`src/rtl/port_pins_pkg.sv`:
```
// shared constants and types for the port pin and external bus block
package port_pins_pkg;
  // port select codes on the cpu latch interface
  localparam logic [1:0] SEL_MUX = 2'h0;
  localparam logic [1:0] SEL_ANALOG = 2'h1;
  localparam logic [1:0] SEL_HIGH = 2'h2;
  localparam logic [1:0] SEL_ALT = 2'h3;
  // latch reset value and external access force value
  localparam logic [7:0] LATCH_RESET = 8'hFF;
  localparam logic [7:0] MUX_FORCE = 8'hFF;
  // external access kinds
  localparam logic [1:0] KIND_RI = 2'h0;
  localparam logic [1:0] KIND_DATA_POINTER_REG = 2'h1;
  localparam logic [1:0] KIND_FETCH = 2'h2;
  // alternate function bit positions
  localparam int ALT_SPI_BIT = 3;
  localparam int AIN_TIMER_BIT = 0;
  localparam int AIN_TRIG_BIT = 1;
  localparam int AIN_SS_BIT = 5;
  // timing
  localparam int CLK_NS = 40;
  localparam int STRONG_PU_CYC = 2;
  localparam int GLITCH_NS = 50;
  localparam int GLITCH_CYC = (GLITCH_NS + CLK_NS - 1) / CLK_NS;
  // external bus sequencer
  typedef enum logic [2:0] {
    BUS_IDLE = 3'b001,
    BUS_ADDR = 3'b010,
    BUS_DATA = 3'b100
  } bus_state_t;
endpackage

```
`src/rtl/port_pins_ext_bus_mux.sv`:
```
// four port latches, pin buffers, external bus takeover and serial pins
//
// Function
// - input-only latch one selects analog, reset ones
// - latch zero gives digital input, never drives
// - 8-bit indirect move: mux port only, latch ones
// - pointer move or code read: both ports
// - external fetch: high port restored after access
// - fourth port alternate needs latch one, else low
// - fourth port alternate function bit assignments
// - input-only port feeds timer and slave select
// - latch write, read latch, read pin strobes
// - mux port open drain, push-pull under override
// - high port pull-up, push-pull under override
// - strong pull-up two periods on rising latch
// - spi owns fourth port bit three
// - serial pins open drain or push-pull by select
// - spi hysteresis path, i2c glitch filter
// - i2c master direct pin access by software
// - mux port address with strobe, then data
`timescale 1ns/1ps
module port_pins_ext_bus_mux (
  input wire logic mclk,
  input wire logic rst,
  input wire logic [1:0] port_sel,
  input wire logic wr_latch,
  input wire logic rd_latch,
  input wire logic rd_pin,
  input wire logic [7:0] wr_data,
  output logic [7:0] rd_data,
  input wire logic ext_req,
  input wire logic [1:0] ext_kind,
  input wire logic ext_write,
  input wire logic [7:0] addr_lo,
  input wire logic [7:0] addr_hi,
  input wire logic [7:0] ext_wdata,
  output logic addr_strobe,
  output logic [7:0] ext_rdata,
  input wire logic [7:0] mux_pin_in,
  output logic [7:0] mux_pin_out,
  output logic [7:0] mux_pin_oe,
  input wire logic [7:0] ain_pin_in,
  output logic [7:0] analog_sel,
  output logic third_timer_input,
  output logic third_timer_capture_trigger,
  output logic spi_slave_select_n,
  input wire logic [7:0] high_pin_in,
  output logic [7:0] high_pin_out,
  output logic [7:0] high_pin_oe,
  output logic [7:0] high_strong_pu,
  output logic [7:0] high_keeper,
  input wire logic [7:0] alt_pin_in,
  input wire logic [7:0] alt_func_out,
  output logic [7:0] alt_pin_out,
  output logic [7:0] alt_pin_oe,
  output logic [7:0] alt_strong_pu,
  output logic [7:0] alt_keeper,
  output logic [7:0] alt_func_in,
  input wire logic serial_spi_select_bit,
  input wire logic spi_miso_out,
  input wire logic spi_sclk_out,
  input wire logic spi_mosi_out,
  input wire logic i2c_master_sw,
  input wire logic i2c_sw_clk_bit,
  input wire logic i2c_sw_data_bit,
  input wire logic i2c_sw_data_oe,
  input wire logic i2c_hw_clk_out,
  input wire logic i2c_hw_data_out,
  input wire logic serial_clock_pin_in,
  input wire logic serial_data_pin_in,
  output logic serial_clock_pin_out,
  output logic serial_clock_pin_oe,
  output logic serial_data_pin_out,
  output logic serial_data_pin_oe,
  output logic serial_dual_pulldown,
  output logic [1:0] spi_pin_in,
  output logic [1:0] i2c_pin_in
);

  // ----------------------------------------------------------------
  // latches and bus sequencer
  // ----------------------------------------------------------------
  logic [7:0] mux_bus_port_latch_reg;
  logic [7:0] analog_input_port_latch_reg;
  logic [7:0] high_addr_port_latch_reg;
  logic [7:0] alt_function_port_latch_reg;
  logic [7:0] high_latch_next;
  logic [7:0] alt_latch_next;
  port_pins_pkg::bus_state_t state_reg;
  port_pins_pkg::bus_state_t state_next;
  logic [1:0] kind_reg;
  logic write_reg;

  function automatic logic hit(input logic [1:0] sel);
    hit = wr_latch && (port_sel == sel);
  endfunction

  always_comb begin
    state_next = state_reg;
    case (state_reg)
      port_pins_pkg::BUS_IDLE: begin
        if (ext_req) begin
          state_next = port_pins_pkg::BUS_ADDR;
        end
      end
      port_pins_pkg::BUS_ADDR: begin
        state_next = port_pins_pkg::BUS_DATA;
      end
      port_pins_pkg::BUS_DATA: begin
        if (!ext_req) begin
          state_next = port_pins_pkg::BUS_IDLE;
        end
      end
      default: begin
        state_next = port_pins_pkg::BUS_IDLE;
      end
    endcase
  end

  always_ff @(posedge mclk) begin
    if (rst) begin
      state_reg <= port_pins_pkg::BUS_IDLE;
      kind_reg <= port_pins_pkg::KIND_RI;
      write_reg <= 1'b0;
    end else begin
      state_reg <= state_next;
      if (state_reg == port_pins_pkg::BUS_IDLE && ext_req) begin
        kind_reg <= ext_kind;
        write_reg <= ext_write;
      end
    end
  end

  // mux port latch is wiped to ones by any external access
  always_ff @(posedge mclk) begin
    if (rst) begin
      mux_bus_port_latch_reg <= port_pins_pkg::LATCH_RESET;
    end else if (state_reg == port_pins_pkg::BUS_ADDR) begin
      mux_bus_port_latch_reg <= port_pins_pkg::MUX_FORCE;
    end else if (hit(port_pins_pkg::SEL_MUX)) begin
      mux_bus_port_latch_reg <= wr_data;
    end
  end

  assign high_latch_next = hit(port_pins_pkg::SEL_HIGH) ? wr_data :
    high_addr_port_latch_reg;
  assign alt_latch_next = hit(port_pins_pkg::SEL_ALT) ? wr_data :
    alt_function_port_latch_reg;

  always_ff @(posedge mclk) begin
    if (rst) begin
      analog_input_port_latch_reg <= port_pins_pkg::LATCH_RESET;
      high_addr_port_latch_reg <= port_pins_pkg::LATCH_RESET;
      alt_function_port_latch_reg <= port_pins_pkg::LATCH_RESET;
    end else begin
      if (hit(port_pins_pkg::SEL_ANALOG)) begin
        analog_input_port_latch_reg <= wr_data;
      end
      high_addr_port_latch_reg <= high_latch_next;
      alt_function_port_latch_reg <= alt_latch_next;
    end
  end

  // ----------------------------------------------------------------
  // cpu read path
  // ----------------------------------------------------------------
  logic [7:0] alt_pin_view;
  assign alt_pin_view = serial_spi_select_bit ?
    {alt_pin_in[7:4], alt_function_port_latch_reg[3], alt_pin_in[2:0]} :
    alt_pin_in;

  always_ff @(posedge mclk) begin
    if (rst) begin
      rd_data <= 8'h00;
    end else if (rd_latch) begin
      case (port_sel)
        port_pins_pkg::SEL_MUX: rd_data <= mux_bus_port_latch_reg;
        port_pins_pkg::SEL_ANALOG: rd_data <= analog_input_port_latch_reg;
        port_pins_pkg::SEL_HIGH: rd_data <= high_addr_port_latch_reg;
        default: rd_data <= alt_function_port_latch_reg;
      endcase
    end else if (rd_pin) begin
      case (port_sel)
        port_pins_pkg::SEL_MUX: rd_data <= mux_pin_in;
        port_pins_pkg::SEL_ANALOG: rd_data <= ain_pin_in;
        port_pins_pkg::SEL_HIGH: rd_data <= high_pin_in;
        default: rd_data <= alt_pin_view;
      endcase
    end
  end

  // ----------------------------------------------------------------
  // mux and high address port drivers
  // ----------------------------------------------------------------
  logic high_override;
  assign high_override = state_reg != port_pins_pkg::BUS_IDLE &&
    kind_reg != port_pins_pkg::KIND_RI;

  always_ff @(posedge mclk) begin
    if (rst) begin
      mux_pin_out <= 8'h00;
      mux_pin_oe <= 8'h00;
      addr_strobe <= 1'b0;
      ext_rdata <= 8'h00;
    end else begin
      addr_strobe <= state_reg == port_pins_pkg::BUS_ADDR;
      case (state_reg)
        port_pins_pkg::BUS_ADDR: begin
          mux_pin_out <= addr_lo;
          mux_pin_oe <= 8'hFF;
        end
        port_pins_pkg::BUS_DATA: begin
          mux_pin_out <= ext_wdata;
          mux_pin_oe <= write_reg ? 8'hFF : 8'h00;
          ext_rdata <= mux_pin_in;
        end
        default: begin
          mux_pin_out <= 8'h00;
          mux_pin_oe <= ~mux_bus_port_latch_reg;
        end
      endcase
    end
  end

  always_ff @(posedge mclk) begin
    if (rst) begin
      high_pin_out <= 8'h00;
      high_pin_oe <= 8'h00;
      high_keeper <= 8'h00;
    end else if (high_override) begin
      high_pin_out <= addr_hi;
      high_pin_oe <= 8'hFF;
      high_keeper <= 8'h00;
    end else begin
      high_pin_out <= 8'h00;
      high_pin_oe <= ~high_addr_port_latch_reg;
      high_keeper <= high_addr_port_latch_reg & high_pin_in;
    end
  end

  // ----------------------------------------------------------------
  // strong pull-up pulses, two clock periods per rising latch bit
  // ----------------------------------------------------------------
  logic [7:0] high_pu_old_reg;
  logic [7:0] alt_pu_old_reg;

  always_ff @(posedge mclk) begin
    if (rst) begin
      high_strong_pu <= 8'h00;
      high_pu_old_reg <= 8'h00;
      alt_strong_pu <= 8'h00;
      alt_pu_old_reg <= 8'h00;
    end else begin
      high_strong_pu <= (high_latch_next & ~high_addr_port_latch_reg) |
        (high_strong_pu & ~high_pu_old_reg);
      high_pu_old_reg <= high_strong_pu & ~high_pu_old_reg;
      alt_strong_pu <= (alt_latch_next & ~alt_function_port_latch_reg) |
        (alt_strong_pu & ~alt_pu_old_reg);
      alt_pu_old_reg <= alt_strong_pu & ~alt_pu_old_reg;
    end
  end

  // ----------------------------------------------------------------
  // alternate function port and input-only port
  // ----------------------------------------------------------------
  logic [7:0] alt_level;
  assign alt_level = alt_function_port_latch_reg & alt_func_out;

  always_ff @(posedge mclk) begin
    if (rst) begin
      alt_pin_out <= 8'h00;
      alt_pin_oe <= 8'h00;
      alt_keeper <= 8'h00;
      alt_func_in <= 8'hFF;
    end else begin
      alt_pin_out <= 8'h00;
      alt_pin_oe <= ~alt_level;
      alt_keeper <= alt_level & alt_pin_in;
      alt_func_in <= alt_pin_in;
      if (serial_spi_select_bit) begin
        alt_pin_out[port_pins_pkg::ALT_SPI_BIT] <= spi_miso_out;
        alt_pin_oe[port_pins_pkg::ALT_SPI_BIT] <= 1'b1;
        alt_keeper[port_pins_pkg::ALT_SPI_BIT] <= 1'b0;
      end
    end
  end

  always_ff @(posedge mclk) begin
    if (rst) begin
      analog_sel <= port_pins_pkg::LATCH_RESET;
      third_timer_input <= 1'b0;
      third_timer_capture_trigger <= 1'b0;
      spi_slave_select_n <= 1'b1;
    end else begin
      analog_sel <= analog_input_port_latch_reg;
      third_timer_input <= ain_pin_in[port_pins_pkg::AIN_TIMER_BIT] &
        ~analog_input_port_latch_reg[port_pins_pkg::AIN_TIMER_BIT];
      third_timer_capture_trigger <= ain_pin_in[port_pins_pkg::AIN_TRIG_BIT] &
        ~analog_input_port_latch_reg[port_pins_pkg::AIN_TRIG_BIT];
      spi_slave_select_n <= ain_pin_in[port_pins_pkg::AIN_SS_BIT] |
        analog_input_port_latch_reg[port_pins_pkg::AIN_SS_BIT];
    end
  end

  // ----------------------------------------------------------------
  // serial pins: drivers and input conditioning
  // ----------------------------------------------------------------
  logic clk_src;
  logic data_src;
  logic data_en;
  logic [1:0] raw_in;
  logic [1:0] flt_cnt_reg [2];

  assign clk_src = i2c_master_sw ? i2c_sw_clk_bit : i2c_hw_clk_out;
  assign data_src = i2c_master_sw ? i2c_sw_data_bit : i2c_hw_data_out;
  assign data_en = !i2c_master_sw || i2c_sw_data_oe;
  assign raw_in = {serial_data_pin_in, serial_clock_pin_in};

  always_ff @(posedge mclk) begin
    if (rst) begin
      serial_clock_pin_out <= 1'b0;
      serial_clock_pin_oe <= 1'b0;
      serial_data_pin_out <= 1'b0;
      serial_data_pin_oe <= 1'b0;
      serial_dual_pulldown <= 1'b1;
    end else if (serial_spi_select_bit) begin
      serial_clock_pin_out <= spi_sclk_out;
      serial_clock_pin_oe <= 1'b1;
      serial_data_pin_out <= spi_mosi_out;
      serial_data_pin_oe <= 1'b1;
      serial_dual_pulldown <= 1'b0;
    end else begin
      serial_clock_pin_out <= 1'b0;
      serial_clock_pin_oe <= ~clk_src;
      serial_data_pin_out <= 1'b0;
      serial_data_pin_oe <= data_en & ~data_src;
      serial_dual_pulldown <= 1'b1;
    end
  end

  always_ff @(posedge mclk) begin
    if (rst) begin
      spi_pin_in <= 2'h3;
      i2c_pin_in <= 2'h3;
      flt_cnt_reg[0] <= 2'h0;
      flt_cnt_reg[1] <= 2'h0;
    end else begin
      spi_pin_in <= raw_in;
      for (int i = 0; i < 2; i++) begin
        if (raw_in[i] == i2c_pin_in[i]) begin
          flt_cnt_reg[i] <= 2'h0;
        end else if (flt_cnt_reg[i] == 2'(port_pins_pkg::GLITCH_CYC - 1)) begin
          i2c_pin_in[i] <= raw_in[i];
          flt_cnt_reg[i] <= 2'h0;
        end else begin
          flt_cnt_reg[i] <= flt_cnt_reg[i] + 2'h1;
        end
      end
    end
  end
endmodule

```
`config.mk`:
```
export PLATFORM = sky130hd
export DESIGN_NAME = port_pins_ext_bus_mux
export DESIGN_NICKNAME = d
export VERILOG_FILES = /design/src/rtl/port_pins_pkg.sv /design/src/rtl/port_pins_ext_bus_mux.sv
export SDC_FILE = /design/constraint.sdc
export NUM_CORES = 1
export LEC_CHECK = 0
export BUFFER_PORTS_ARGS = -buffer_cell sky130_fd_sc_hd__buf_4
export CAP_MARGIN = 25
export CORE_ASPECT_RATIO = 0.9
export CORE_MARGIN = 5
export CORE_UTILIZATION = 45
export DETAILED_ROUTE_END_ITERATION = 8
export PLACE_DENSITY = 0.76
export SLEW_MARGIN = 10
export SYNTH_ARGS = -nofsm -noshare
export SYNTH_HDL_FRONTEND = slang
export SYNTH_SLANG_ARGS = --single-unit
```
`constraint.sdc`:
```
create_clock -name mclk -period 1.45 [get_ports mclk]
set_input_delay 0.29 -clock mclk [delete_from_list [all_inputs] [get_ports mclk]]
set_output_delay 0.29 -clock mclk [all_outputs]
set_load 0.02 [all_outputs]
```
==> metrics <==
post-synth top area share 54.7%; setup_tns 0 ps; final setup violation count 0; sw frac 24.2%; Root Buffer clkbuf_16; # port buffers 212; Max clock buf depth 2; dominant cell type by area after synthesis dfxtp_1; fmax 729 MHz; Fill cells 1076; Main synth FF type dfxtp_1; P_sw 2.66 mW; largest net degree at the start of global routing 30; critical path startpoint category flop; Post-DRT Antenna Nets 0; R2R cell count 5; postcts setup bufs 0; Starting Density 45.4%; async set-reset flop share out of synthesis 0%; Hold WC Path Type input port to flop; RSZ-0062 raised after global routing no; fin crit share 94.6%; dpl ws -181 ps; cells after synthesis 599; H-tree depth 4; synth top area cells dfxtp_1 (55%), nand2_1 (4.9%), mux4_1 (4.6%); global-route usage over all layers 22.8%; clk_lat worst skew 430 ps; commonest non-fill, non-tap cell in the layout buf_4; DIE AREA 16500 µm²; Final WS setup 77.9 ps; hold depth 2; Setup CP Type flop to flop; CTS tree done; power per cell area 1240 nW/µm²; Peak VDD IR 740 µV; outcome completed; # clock sinks 176; Comb power frac 12.0%; Tmin final 1370 ps; initial antenna violation count 1; GPL Wtd Cong 0.911; vias per cell 5.21; post-synth cell types 47; final WL 19.0 mm; Flop pwr share 47.1%; Post-Syn Area per Cell 10.5 µm²; DR iter-0 viols 453; Syn-to-layout area delta 41.1%; CORE AREA 13900 µm²; Leak Pwr 4.06 nW; Initial DRT Pass Iterations 5; Hold Vio Cnt, Final 0; clock power share 40.9%; internal power 8.32 mW; Worst-path clk slew 70 ps; sequential cell area fraction in the yosys report 56.6%; most frequent cells in the layout buf_4 (251), dfxtp_1 (172), nand2_1 (83); WP data arrival 1680 ps; Nets 938; total clock buffers created by CTS 17; DR WL/cell 18.5 µm; global-route wire length before repair 28.6 mm; via count 5348; Synth Register Bits 176; Slew Limit Fails 0; number of synthesized flops with an enable pin 4; layout cells sized above 1 37.7%; vias in the first global route 5368; I/O pin count 220; Final Skew 11.2 ps; post-route DRC violation count 0; die height 122 µm; dpl hpwl 14.9 mm; grt ovf 0; Yosys warnings 0; Die Wd 135 µm; max_cap viols 0; Critical Path End Type flop; Synth Cell Area 6290 µm²; Crit path required time 1760 ps; FP Rows 41; Critical Path Fanout Max 7
==> kinds of logic after synthesis <==
family,Yosys count,synth area share (%)
simple gates,278,23.7
buf+inv,44,3.48
mux,34,9.00
flops,176,56.6
other cells,2,0.119
compound gates,61,6.40
fa+ha+maj,2,0.397
xor+xnor,2,0.278
==> cell type report <==
| class | count | area, µm² | area share, % |
|---|---|---|---|
| antenna | 1 | 2.50 | 0.0282 |
| clock buffer | 20 | 489 | 5.51 |
| clock inverter | 12 | 105 | 1.18 |
| inverter | 5 | 18.8 | 0.211 |
| multi-input combinational | 388 | 2560 | 28.9 |
| sequential | 176 | 3560 | 40.1 |
| tap | 172 | 215 | 2.42 |
| timing repair buffer | 253 | 1920 | 21.7 |
==> cells in the mapped netlist (2+ instances only) <==
master    count
a211o_1       2
a21oi_1      25
a22o_1        8
and2_1       11
and3_1        9
and4b_1       7
buf_2         7
buf_4         7
clkbuf_1     22
conb_1        2
dfxtp_1     172
edfxtp_1      4
ha_1          2
inv_1         5
mux2_2        8
mux2i_1      12
mux4_1       11
mux4_2        3
nand2_1      83
nand2b_1     21
nand3_1       9
nand3b_1     28
nor2_1       53
nor2b_1       6
nor3_1        3
nor3b_1      17
nor3b_2       2
o21ai_0       3
o21bai_1     17
or2_2        19
or3_1         4
xnor2_1       2
==> what timing repair did <==
action,CTS,global route
resized for setup,1,2
hold buffers,0,0
setup endpoints to repair,3,16
==> per-layer routing <==
layer	up-vias	part of all wire [%]	GRT usage, %
met3	31	9.0	6.56
met2	259	49	38.3
met1	2545	40	28.0
met5	-	0	0
li1	2513	-	-
met4	0	2.3	8.27
==> path summary, 6_finish.rpt <==
kind / from / endpoint / slack [ps]
worst max register to register: state_reg[2] / high_keeper[6] / 80
worst min register to register: alt_pu_old_reg[2] / alt_pu_old_reg[2] / 400
worst max-delay path: state_reg[2] / high_keeper[6] / 80
worst min-delay path: alt_func_out[1] / alt_pin_oe[1] / 50
==> worst max-delay path, cell delays in order, from the launching register on <==
cell and delay [ps]:
dfxtp_1 420, nand2b_1 210, o22ai_2 110, nor2b_1 170, buf_4 170, and3_1 180
==> through the flow <==
stage / cell area, µm² / std cells / util (%) / hold slack (ps) / power [mW]
6_report: 8880 / 1027 / 64.1 / 49.8 / 11.0
4_1_cts: 8870 / 1026 / 64.0 / 34.0 / 11.0
5_1_grt: 8880 / 1027 / 64.1 / 35.2 / 11.4
3_5_place_dp: 8270 / 994 / 59.7 / 393 / 6.59
2_1_floorplan: 6340 / 608 / - / 367 / 5.91
3_3_place_gp: 8270 / 994 / 59.7 / 387 / 6.55
==> power by group through the flow <==
stage / sequential (mW) / combinational, mW / clock (mW)
2_1_floorplan: 5.41 / 0.500 / 0
3_3_place_gp: 5.27 / 1.28 / 0
3_5_place_dp: 5.27 / 1.31 / 0
4_1_cts: 5.17 / 1.32 / 4.56
5_1_grt: 5.18 / 1.42 / 4.75
6_report: 5.17 / 1.32 / 4.49
(Power assumes the default switching activity.)
